$ cat config.mk
export PLATFORM = sky130hd
export DESIGN_NAME = spcd_decoder
export DESIGN_NICKNAME = d
export VERILOG_FILES = /design/src/verilog/spcd_decoder.v
export VERILOG_INCLUDE_DIRS = /design/src /design/src/verilog
export SDC_FILE = /design/constraint.sdc
export NUM_CORES = 1
export LEC_CHECK = 0
export BUFFER_PORTS_ARGS = -buffer_cell sky130_fd_sc_hd__buf_4
export CAP_MARGIN = 20
export CELL_PAD_IN_SITES_DETAIL_PLACEMENT = 1
export CELL_PAD_IN_SITES_GLOBAL_PLACEMENT = 1
export CORE_MARGIN = 2
export CORE_UTILIZATION = 45
export CTS_BUF_LIST = sky130_fd_sc_hd__clkbuf_16
export CTS_CLUSTER_DIAMETER = 120
export DETAILED_ROUTE_END_ITERATION = 10
export PLACE_DENSITY = 0.85
export SYNTH_ARGS = -nofsm -noshare
export SYNTH_HDL_FRONTEND = slang
export SYNTH_SLANG_ARGS = --single-unit
$ cat constraint.sdc
create_clock -name mclk -period 3.05 [get_ports mclk]
set_input_delay 0.61 -clock mclk [delete_from_list [all_inputs] [get_ports mclk]]
set_output_delay 0.61 -clock mclk [all_outputs]
set_load 0.03 [all_outputs]
$ cat src/verilog/spcd_regs.vh
/*
 * constants for the serial programming instruction decoder: opcodes,
 * sub-codes, reset values and timing counts.
 * assumes inclusion by bare name from the decoder module.
 */
`ifndef SPCD_REGS_VH
`define SPCD_REGS_VH

`define SPCD_OP_ENABLE      8'hAC
`define SPCD_SUB_ENABLE     8'h53
`define SPCD_SUB_ERASE      8'h80
`define SPCD_SUB_WR_LOCK    8'hE0
`define SPCD_SUB_WR_FLO     8'hA0
`define SPCD_SUB_WR_FHI     8'hA8
`define SPCD_SUB_WR_FEXT    8'hA4
`define SPCD_OP_POLL        8'hF0
`define SPCD_OP_LD_EXT      8'h4D
`define SPCD_OP_LD_HI       8'h48
`define SPCD_OP_LD_LO       8'h40
`define SPCD_OP_LD_EE       8'hC1
`define SPCD_OP_RD_HI       8'h28
`define SPCD_OP_RD_LO       8'h20
`define SPCD_OP_RD_FUSE     8'h50
`define SPCD_OP_RD_LOCK     8'h58
`define SPCD_SUB_FUSE_ALT   8'h08
`define SPCD_OP_WR_PAGE     8'h4C
`define SPCD_OP_WR_EE_PAGE  8'hC2

// fuse and lock bytes reset to all unprogrammed
`define SPCD_FUSE_RST       8'hFF
`define SPCD_ERASED         8'hFF

// self-timed write and erase durations, microseconds
`define SPCD_T_WR_US        4500
`define SPCD_T_ERASE_US     9000
`define SPCD_CLK_MHZ        100

`endif

$ cat src/verilog/spcd_decoder.v
/*
 * serial programming instruction decoder: shifts in four-byte
 * instructions on prog_serial_in, answers on prog_serial_out, and
 * drives page buffers, memory strobes, fuse and lock bytes.
 * assumes the programming clock and data come from outside the mclk
 * domain and are sampled here; memory arrays sit outside and answer
 * reads combinationally from mem_addr within one mclk cycle.
 * assumes the programming clock stays high and low for at least four
 * mclk cycles each, so that no edge is lost in the synchronisers.
 * fuse and lock bytes live in flops here; keeping them across power
 * cycles is the job of whatever sits behind these outputs.
 */
`timescale 1ns/1ps
`include "spcd_regs.vh"

module spcd_decoder #(
    parameter PAGE_AW   = 7,
    parameter WR_CYCLES = `SPCD_T_WR_US * `SPCD_CLK_MHZ,
    parameter ER_CYCLES = `SPCD_T_ERASE_US * `SPCD_CLK_MHZ
) (
    input  wire                 mclk,
    input  wire                 reset_n,
    input  wire                 prog_reset_n,
    input  wire                 prog_sck,
    input  wire                 prog_serial_in,
    output reg                  prog_serial_out,
    output reg  [7:0]           mem_ext_addr,
    output reg  [15:0]          mem_addr,
    output reg                  fbuf_we,
    output reg                  fbuf_hi,
    output reg  [PAGE_AW-1:0]   fbuf_idx,
    output reg  [7:0]           mem_wdata,
    output reg                  ebuf_we,
    output reg  [1:0]           ebuf_idx,
    output reg                  flash_page_wr,
    output reg                  ee_page_wr,
    output reg                  chip_erase,
    input  wire [7:0]           flash_rd_hi,
    input  wire [7:0]           flash_rd_lo,
    output reg  [7:0]           fuse_lo_r,
    output reg  [7:0]           fuse_hi_r,
    output reg  [7:0]           fuse_ext_r,
    output reg  [7:0]           lock_r,
    output reg                  prog_enabled_r,
    output wire                 busy_poll_flag
);

    localparam CNT_W = 30;

    // two-flop synchronisers for the link pins
    reg [1:0] sck_s_r;
    reg [1:0] sdi_s_r;
    reg [1:0] rst_s_r;
    reg       sck_d_r;
    always @(posedge mclk or negedge reset_n) begin
        if (!reset_n) begin
            sck_s_r <= 2'h0;
            sdi_s_r <= 2'h0;
            rst_s_r <= 2'h3;
            sck_d_r <= 1'b0;
        end else begin
            sck_s_r <= {sck_s_r[0], prog_sck};
            sdi_s_r <= {sdi_s_r[0], prog_serial_in};
            rst_s_r <= {rst_s_r[0], prog_reset_n};
            sck_d_r <= sck_s_r[1];
        end
    end

    wire sck_rise = sck_s_r[1] & ~sck_d_r;
    wire sck_fall = ~sck_s_r[1] & sck_d_r;
    wire in_prog  = ~rst_s_r[1];
    wire sdi      = sdi_s_r[1];

    // instruction shifter: 32 bits, msb first, framed by held reset
    reg [31:0] shift_r;
    reg [4:0]  bitcnt_r;
    reg        ans_ld_r;
    reg [7:0]  tx_r;
    reg [CNT_W-1:0] busy_cnt_r;

    wire [31:0] shift_nxt = {shift_r[30:0], sdi};
    wire [7:0]  b1 = shift_nxt[31:24];
    wire [7:0]  b2 = shift_nxt[23:16];
    wire [7:0]  b3 = shift_nxt[15:8];
    wire [7:0]  b4 = shift_nxt[7:0];
    wire        byte_end  = sck_rise & (bitcnt_r[2:0] == 3'h7);
    wire        instr_end = sck_rise & (bitcnt_r == 5'h1F);

    assign busy_poll_flag = (busy_cnt_r != {CNT_W{1'b0}});

    // answer byte for byte four, chosen one cycle after byte three lands:
    // the outside memory then answers for the new mem_addr, not the old one;
    // unknown opcodes answer zero
    reg [7:0] ans;
    always @* begin
        ans = 8'h00;
        case (shift_r[23:16])
            `SPCD_OP_POLL:    ans = {7'h00, busy_poll_flag};
            `SPCD_OP_RD_HI:   ans = flash_rd_hi;
            `SPCD_OP_RD_LO:   ans = flash_rd_lo;
            `SPCD_OP_RD_FUSE: ans = (shift_r[15:8] == `SPCD_SUB_FUSE_ALT) ?
                                    fuse_ext_r : fuse_lo_r;
            `SPCD_OP_RD_LOCK: ans = (shift_r[15:8] == `SPCD_SUB_FUSE_ALT) ?
                                    fuse_hi_r : lock_r;
            default:          ans = 8'h00;
        endcase
    end

    // frame position of the byte that has just completed
    localparam [1:0] BYTE_TWO   = 2'h1;
    localparam [1:0] BYTE_THREE = 2'h2;

    // byte boundaries inside the frame: end of byte two and of byte three
    wire echo_cyc    = byte_end & (bitcnt_r[4:3] == BYTE_TWO);
    wire rd_addr_cyc = byte_end & (bitcnt_r[4:3] == BYTE_THREE);

    // decode in the cycle the 32nd bit lands; every load and write but the enable
    // instruction is refused until enabled, and while a timed write runs,
    // because touching the arrays mid-write would corrupt them
    wire is_enable  = (b1 == `SPCD_OP_ENABLE) & (b2 == `SPCD_SUB_ENABLE);
    wire exec       = instr_end & in_prog & prog_enabled_r & ~busy_poll_flag;
    wire op_ld_ext  = exec & (b1 == `SPCD_OP_LD_EXT);
    wire op_ld_hi   = exec & (b1 == `SPCD_OP_LD_HI);
    wire op_ld_lo   = exec & (b1 == `SPCD_OP_LD_LO);
    wire op_ld_ee   = exec & (b1 == `SPCD_OP_LD_EE);
    wire op_wr_ee   = exec & (b1 == `SPCD_OP_WR_EE_PAGE);
    wire op_wr_page = exec & (b1 == `SPCD_OP_WR_PAGE);
    // instructions sharing the enable opcode, told apart by byte two
    wire op_special = exec & (b1 == `SPCD_OP_ENABLE);
    wire op_erase   = op_special & (b2 == `SPCD_SUB_ERASE);
    wire op_wr_lock = op_special & (b2 == `SPCD_SUB_WR_LOCK);
    wire op_wr_flo  = op_special & (b2 == `SPCD_SUB_WR_FLO);
    wire op_wr_fhi  = op_special & (b2 == `SPCD_SUB_WR_FHI);
    wire op_wr_fext = op_special & (b2 == `SPCD_SUB_WR_FEXT);

    // frame shifter and answer shifter; releasing the device reset pin
    // drops a half-received frame, which is how a programmer that lost
    // step gets back in line
    always @(posedge mclk or negedge reset_n) begin
        if (!reset_n) begin
            shift_r  <= 32'h0;
            bitcnt_r <= 5'h0;
            ans_ld_r <= 1'b0;
            tx_r     <= 8'h00;
        end else if (!in_prog) begin
            shift_r  <= 32'h0;
            bitcnt_r <= 5'h0;
            ans_ld_r <= 1'b0;
            tx_r     <= 8'h00;
        end else begin
            ans_ld_r <= rd_addr_cyc;
            // one bit per synchronised rising edge, msb first
            if (sck_rise) begin
                shift_r  <= shift_nxt;
                bitcnt_r <= bitcnt_r + 5'h1;
                tx_r     <= {tx_r[6:0], 1'b0};
            end
            // byte two done: echo it while byte three shifts
            if (echo_cyc)
                tx_r <= shift_nxt[7:0];
            // memory has had one cycle to answer the new address
            if (ans_ld_r)
                tx_r <= ans;
        end
    end

    // the answer pin moves only after a falling clock edge, so the
    // programmer finds it settled at the next rise
    always @(posedge mclk or negedge reset_n) begin
        if (!reset_n)
            prog_serial_out <= 1'b0;
        else if (sck_fall)
            prog_serial_out <= tx_r[7];
    end

    // enable latch: set by the enable instruction, cleared when the
    // device reset pin is released, so every session starts refused;
    // a wrong enable simply leaves it clear and the programmer retries
    always @(posedge mclk or negedge reset_n) begin
        if (!reset_n)
            prog_enabled_r <= 1'b0;
        else if (!in_prog)
            prog_enabled_r <= 1'b0;
        else if (instr_end && is_enable)
            prog_enabled_r <= 1'b1;
    end

    // extended address byte: kept across pages and reads until reloaded,
    // so a programmer sets it once per upper region
    always @(posedge mclk or negedge reset_n) begin
        if (!reset_n)
            mem_ext_addr <= 8'h00;
        else if (op_ld_ext)
            mem_ext_addr <= b3;
    end

    // addresses, indices and write data towards the outside memories
    always @(posedge mclk or negedge reset_n) begin
        if (!reset_n) begin
            mem_addr  <= 16'h0000;
            mem_wdata <= 8'h00;
            fbuf_hi   <= 1'b0;
            fbuf_idx  <= {PAGE_AW{1'b0}};
            ebuf_idx  <= 2'h0;
        end else begin
            // read address must stand before the answer byte is chosen
            if (in_prog && rd_addr_cyc)
                mem_addr <= shift_nxt[15:0];
            // write data follows byte four of every instruction
            if (in_prog && instr_end)
                mem_wdata <= b4;
            // flash buffer word: low bits of byte three pick the word
            if (op_ld_hi || op_ld_lo) begin
                fbuf_hi  <= op_ld_hi;
                fbuf_idx <= b3[PAGE_AW-1:0];
            end
            // eeprom buffer byte: only two bits of byte three count
            if (op_ld_ee)
                ebuf_idx <= b3[1:0];
            // eeprom page writes clear the bits that select within a page; flash page writes keep all of byte three
            if (op_wr_ee)
                mem_addr <= {b2, b3[7:2], 2'h0};
            if (op_wr_page)
                mem_addr <= {b2, b3};
        end
    end

    // one-cycle strobes towards the page buffers and memory arrays,
    // registered so the arrays never see a decode glitch
    always @(posedge mclk or negedge reset_n) begin
        if (!reset_n) begin
            fbuf_we       <= 1'b0;
            ebuf_we       <= 1'b0;
            flash_page_wr <= 1'b0;
            ee_page_wr    <= 1'b0;
            chip_erase    <= 1'b0;
        end else begin
            fbuf_we       <= op_ld_hi | op_ld_lo;
            ebuf_we       <= op_ld_ee;
            flash_page_wr <= op_wr_page;
            ee_page_wr    <= op_wr_ee;
            chip_erase    <= op_erase;
        end
    end

    // fuse and lock bytes: a zero bit is programmed, a one unprogrammed;
    // the byte is kept as written, with no masking of unused bits, so
    // a readback shows exactly what the programmer sent
    always @(posedge mclk or negedge reset_n) begin
        if (!reset_n) begin
            fuse_lo_r  <= `SPCD_FUSE_RST;
            fuse_hi_r  <= `SPCD_FUSE_RST;
            fuse_ext_r <= `SPCD_FUSE_RST;
            lock_r     <= `SPCD_FUSE_RST;
        end else begin
            if (op_wr_lock)
                lock_r <= b4;
            if (op_wr_flo)
                fuse_lo_r <= b4;
            if (op_wr_fhi)
                fuse_hi_r <= b4;
            if (op_wr_fext)
                fuse_ext_r <= b4;
        end
    end

    // self-timed busy: loaded by page writes and erase, counts to zero;
    // fuse and lock writes finish at once here, so they never raise it,
    // and nothing can reload it early because busy refuses all writes
    always @(posedge mclk or negedge reset_n) begin
        if (!reset_n)
            busy_cnt_r <= {CNT_W{1'b0}};
        else if (op_wr_page || op_wr_ee)
            busy_cnt_r <= WR_CYCLES[CNT_W-1:0];
        else if (op_erase)
            busy_cnt_r <= ER_CYCLES[CNT_W-1:0];
        else if (busy_poll_flag)
            busy_cnt_r <= busy_cnt_r - {{(CNT_W-1){1'b0}}, 1'b1};
    end

endmodule // spcd_decoder

After elaboration in Yosys (flattened, before gate mapping)

Index checks and enable logic that the tools add are counted.
W data, S select, Z words.

$mul: 0
Shifts and indexed selects: 0
Muxes and demuxes: 20
Reduce and logical (&&, ||, !) cells: 11
Add/subtract/negate cells: 2
Eq/ne operators: 23
Div/mod/pow operators: 0
$lt $le $gt $ge: 0
Bitwise gates (word level): 27

Operator list:

| kind                    | count |
|---|---|
| $mux W30                | 3 |
| $eq A8 B8 Y1 const B    | 9 |
| $mux W31                | 2 |
| $eq A8 B7 Y1 const B    | 7 |
| $mux W16                | 3 |
| $mux W8                 | 6 |
| $pmux W8 S5             | 1 |
| $reduce_bool A30 Y1     | 1 |
| $sub A30 B1 Y30 const B | 1 |
| $and A1 B1 Y1           | 22 |
| $eq A8 B6 Y1 const B    | 2 |
| $mux W5                 | 2 |
| $eq A8 B4 Y1 const B    | 1 |
| $reduce_bool A3 Y1      | 2 |
| $add A5 B1 Y5 const B   | 1 |
| $eq A5 B5 Y1 const B    | 1 |
| $not A1 Y1              | 4 |
| $reduce_bool A2 Y1      | 2 |
| $reduce_bool A4 Y1      | 1 |
| $eq A3 B3 Y1 const B    | 1 |
| $logic_and A1 B1 Y1     | 3 |
| $mux W1                 | 3 |
| $eq A2 B1 Y1 const B    | 1 |
| $eq A2 B2 Y1 const B    | 1 |
| other kinds (2)         | 3 |

Bits in latches: 0
Memories kept: 0
Bits in read-only memories: 0
Logic and storage cells: 109
Memory bits (writable): 0
Flip-flop bits (word level): 163
Input port bits: 21
Output and inout port bits: 82

Longest topological paths before layout

Depth in word-level cells: 10
Mapped depth: 11
Mapped depth without buffers: 9

Least setup slack after synthesis

No wires, ideal clock.

Path kind: reg-to-output
Start point: register busy_cnt_r[0]
End point: output port busy_poll_flag
Setup slack: 0.398 ns
Buffers on the path: 1
Cell stages (with the launch flop): 8
Required time: 2.440 ns
Arrival: 2.042 ns
Cells stage by stage: dfrtp_1 inv_1 ha_1 or4b_4 or3_1 nor3_4 inv_2 buf_2

Word-level cells in the longest chain between the ends: 1

RTL lines:

| element                | line               | source |
|---|---|---|
| from (decl)            | spcd_decoder.v:79  | `reg [CNT_W-1:0] busy_cnt_r;` |
| from (signal assigned) | spcd_decoder.v:272 | `busy_cnt_r <= {CNT_W{1'b0}};` |
| from (signal assigned) | spcd_decoder.v:274 | `busy_cnt_r <= WR_CYCLES[CNT_W-1:0];` |
| from (signal assigned) | spcd_decoder.v:276 | `busy_cnt_r <= ER_CYCLES[CNT_W-1:0];` |
| $reduce_bool A30 Y1    | spcd_decoder.v:89  | `assign busy_poll_flag = (busy_cnt_r != {CNT_W{1'b0}});` |
| to (decl)              | spcd_decoder.v:45  | `output wire busy_poll_flag` |

No other way between the ends.

Final worst setup path

Ends and elaborated chain as after synthesis.

==> results list <==
- Summing over every cut layer, the via total after detailed routing is slightly above 6,000.
* Kind of end point of the critical path: primary output
- First-pass GRT wire length: about 38,000 microns
* Max Freq: about 330 MHz
- Of the post-synthesis cell area, the dominant cell type holds 0.427.
- # Max-Cap Violations: 0
- Synthesis Warnings: 0
* Finished Core Util: 0.564
- Number of enable-type register cells in the synthesized netlist: 0
- Overall overflow remaining after global route: 0
- dfrtp_1 takes more of the synthesized area than any other cell.
- Number of top-level design ports: 103
* Number of design rule violations left after detail routing: 0
* Post-synthesis net count: roughly 730
* Skew-Pair Late Insertion Delay: ~0.44 ns
- Fin area: roughly 9300 sq um
- Synthesis inferred about 160 register bits.
* Die width: ~130 microns
- Summed over all layers, the routed wires come to about 24,000 microns.
* Worst clock skew on the final layout: roughly 0.010 ns
* Failing checks: negative setup slack
- In this run the deepest clock path goes through 2 buffers.
* Smallest setup slack after layout: -0.0139 ns
- Routability-driven placement finished with a final weighted congestion of just under 0.9.
- Startpoint-to-endpoint class of the critical path: flip-flop to primary output
* Cells traversed along the worst timing path: inv_2 > ha_4 > or4b_4 > or3_4 > nor3_4 > inv_4 > buf_6
* Fill count: around 1,800
- Count of buffering cells on the critical path with inverters included: 3
* CP startpoint kind: flip-flop
* Most used DFF post-synth: dfrtp_1
* Main area contributors after synthesis: dfrtp_1 (43%), dfstp_2 (12%), mux2_2 (6.0%)
- Final period utilization: 1.00
- The largest single stage delay on the critical path is around 0.51 ns.
- Via count of the first global-routing pass: between 6,000 and 7,000
- Area of the core region: 16,500 sq um
* Finish-stage setup viols: 2
- Once placement finished, the instance area stood at around 8600 sq um.
- Number of detailed-routing iterations run before antenna repair: 5
- The largest individual stage delay along the critical path comes from the cell or4b_4.
* CP required: 2.44 ns
- Detailed-route vias per instance: 5.93
* CP arrival: roughly 2.5 ns
* PD cells: around 480 nW/um^2
* Slew of the pin with the lowest slew margin: about 0.94 ns
- The initial utilization of the core area, before any placement, comes to 0.458.
* Master cell of the clock root buffer: clkbuf_16
- Residual antenna-violating net count after detailed routing: 0
* Hold crit path type: input port to asynchronous set/reset pin
* Tmin final: just over 3 ns
- After legalization and detailed placement, the total HPWL measured 15,500 microns.
* CTS tree: done
* Synthesized netlist cell count: 704
* H-tree depth reported by CTS: 4
- Post-synth cell types: 57
* Cell total after placement: between 1,000 and 1,500
- The die is ~130 microns tall.
- Sequential cell area fraction in the yosys report: 0.545
- The repair_antennas step left the layout with diodes totalling 0.
* Async set-reset flop share out of synthesis: 1.00
- TritonCTS Buffers: 17
- Average routed wire per standard cell: 22.8 microns
- The area growth from synthesis to layout is 23.1%.
* Area of the die: between 15,000 and 20,000 sq um
- Quantity of I/O buffers inserted on ports: ~100
- The clock net in this run drives a total of 163 sinks.
- Of the cells placed in the final design, the portion with a size suffix greater than 1 is 0.311.
* Max transition margin: 0.371
- After the last flow step, the layout net total stands at roughly 840.
* Final Non-Filler Cells: between 1,000 and 1,500
- Across the VDD grid, the largest voltage drop is approximately 0.00041 V.
* Overall power of the completed layout: approximately 4.5 mW
- The average instance in the mapped netlist occupies 10.7 sq um.
- The number of endpoints with negative hold slack in the final report is 0.
* Top delay family on crit path: simple AND/OR/NAND/NOR gates
* Largest net degree at the start of global routing: about 60
- Final max-slew violation count: 0
* Number of DRC violations after detailed-routing iteration 0: slightly above 400
* Number of antenna violations at the first check in global routing: 0
- Hold buffers post-CTS: 0
- In this run the static leakage power is 4.72 nW.
- After floorplanning, the core was divided into 47 placement rows.
* Setup repair after global routing missed its margin: yes
- The tightest hold path in the finished design has a slack of 0.139 ns.
- Status: finished with violations
- In the global route stage, overall resource usage came out at 0.273.
* CTS clock-pin slew for the worst setup and hold paths: approximately 0.06 ns
* Crit path max fanout: 5
* Cell area after synthesis: around 7600 sq um
## placed cells by master (no fill, tap or decap), types with 20 or more instances in the layout
master     count
dfrtp_1      129
buf_4        126
nand2_1      108
nor2_1        65
a21oi_1       64
mux2_2        40
dfstp_2       34
mux2i_1       31
mux2_1        28
clkbuf_16     20
## registers in the layout, summed over array words and instances (netlist names), 2 cells and up
signal and flops:
lock_r 8, sdi_s_r 2, tx_r 8, sck_s_r 2, mem_ext_addr 8, fuse_ext_r 8
bitcnt_r 5, mem_addr 16, mem_wdata 8, busy_cnt_r 30, rst_s_r 2, fuse_hi_r 8
ebuf_idx 2, fbuf_idx 7, shift_r 31, fuse_lo_r 8
## cells by family after synthesis
family | count (synthesis) | synth area share
compound gates | 107 | 0.0825
xor+xnor | 20 | 0.0231
fa+ha+maj | 4 | 0.00661
buf+inv | 47 | 0.0248
flops | 163 | 0.545
mux | 99 | 0.142
simple gates | 264 | 0.176
## metal layers
layer | up-vias | part of all wire | routed length, microns | track usage
li1 | 2697 | - | - | -
met1 | 3186 | 0.39 | 9280 | 0.327
met2 | 224 | 0.53 | 12500 | 0.481
met3 | 74 | 0.047 | 1110 | 0.0457
met4 | 0 | 0.037 | 871 | 0.132
met5 | - | 0 | 0 | 0
## metrics by stage
| stage | TNS, ns | setup slack, ns |
|---|---|---|
| global route | -0.855 | -0.0825 |
| global placement | 0 | 0.225 |
| floorplan | 0 | 0.398 |
| CTS | 0 | 0.0110 |
| finish | -0.0188 | -0.0139 |
| detailed placement | 0 | 0.0247 |
## synth_stat cells (2+ instances only)
cell type,n
mux2_1,28
nand3_1,5
nand4b_1,2
buf_1,4
nor2_1,65
xor2_1,11
nand4b_4,2
inv_1,4
o21ai_0,8
o31ai_1,7
nor4bb_1,3
dfrtp_1,129
a22oi_1,9
nor2b_1,3
mux2_2,40
o211ai_1,6
and4b_1,2
a211oi_1,3
mux2i_1,31
nor3b_1,3
nand2_1,109
a22o_1,2
xnor2_1,9
nor4_1,11
and3_1,2
clkbuf_1,31
nand2b_1,4
ha_1,4
buf_2,5
o21ai_1,2
nor3_1,18
a21oi_1,64
nand4_1,9
or4_1,6
nor4b_1,3
nor4_2,3
or3_1,4
dfstp_2,34
## cell type report
| type | count | area, sq um | area share |
|---|---|---|---|
| repair buffers | 129 | 988 | 0.106 |
| flip-flops and latches | 163 | 4120 | 0.442 |
| inverters | 5 | 21.3 | 0.00228 |
| clock inverters | 12 | 96.3 | 0.0103 |
| multi-input cells | 494 | 3320 | 0.356 |
| clock buffers | 20 | 500 | 0.0537 |
| well taps | 220 | 275 | 0.0295 |
## final timing paths
| check | startpoint | end | slack (ns) | cells after the start |
|---|---|---|---|---|
| min in group mclk | prog_reset_n | rst_s_r[0]$_DFF_PN1_ | 0.28 | 1 |
| worst max register to register | busy_cnt_r[0]$_DFFE_PN0P_ | fuse_lo_r[3]$_DFFE_PN1P_ | 0 | 8 |
| max in group asynchronous | reset_n | rst_s_r[0]$_DFF_PN1_ | 2.10 | 2 |
| worst min-delay path | reset_n | fbuf_idx[1]$_DFFE_PN0P_ | 0.14 | 1 |
| worst min register to register | sdi_s_r[0]$_DFF_PN0_ | sdi_s_r[1]$_DFF_PN0_ | 0.35 | 0 |
| worst max-delay path | busy_cnt_r[0]$_DFFE_PN0P_ | busy_poll_flag | -0.01 | 7 |
## worst register-to-register path, stage by stage (launching register included)
cell	delay, ns
dfrtp_1	0.41
inv_2	0.13
ha_4	0.18
or4b_4	0.51
nand2b_1	0.26
nor4_2	0.45
and3_2	0.38
nand3_2	0.25
mux2_1	0.41
## power breakdown
group	internal (mW)	switching (mW)	leakage, nW
Sequential	2.17	0.0102	2.14
Combinational	0.0294	0.0817	2.28
Clock	1.26	0.903	0.295
## what timing repair did
| item | in CTS | in global routing |
|---|---|---|
| setup buffers | 3 | 4 |
| pin swaps | 3 | 2 |
| resized for setup | 8 | 5 |
| setup endpoints to repair | 9 | 53 |
(Power assumes the default switching activity.)
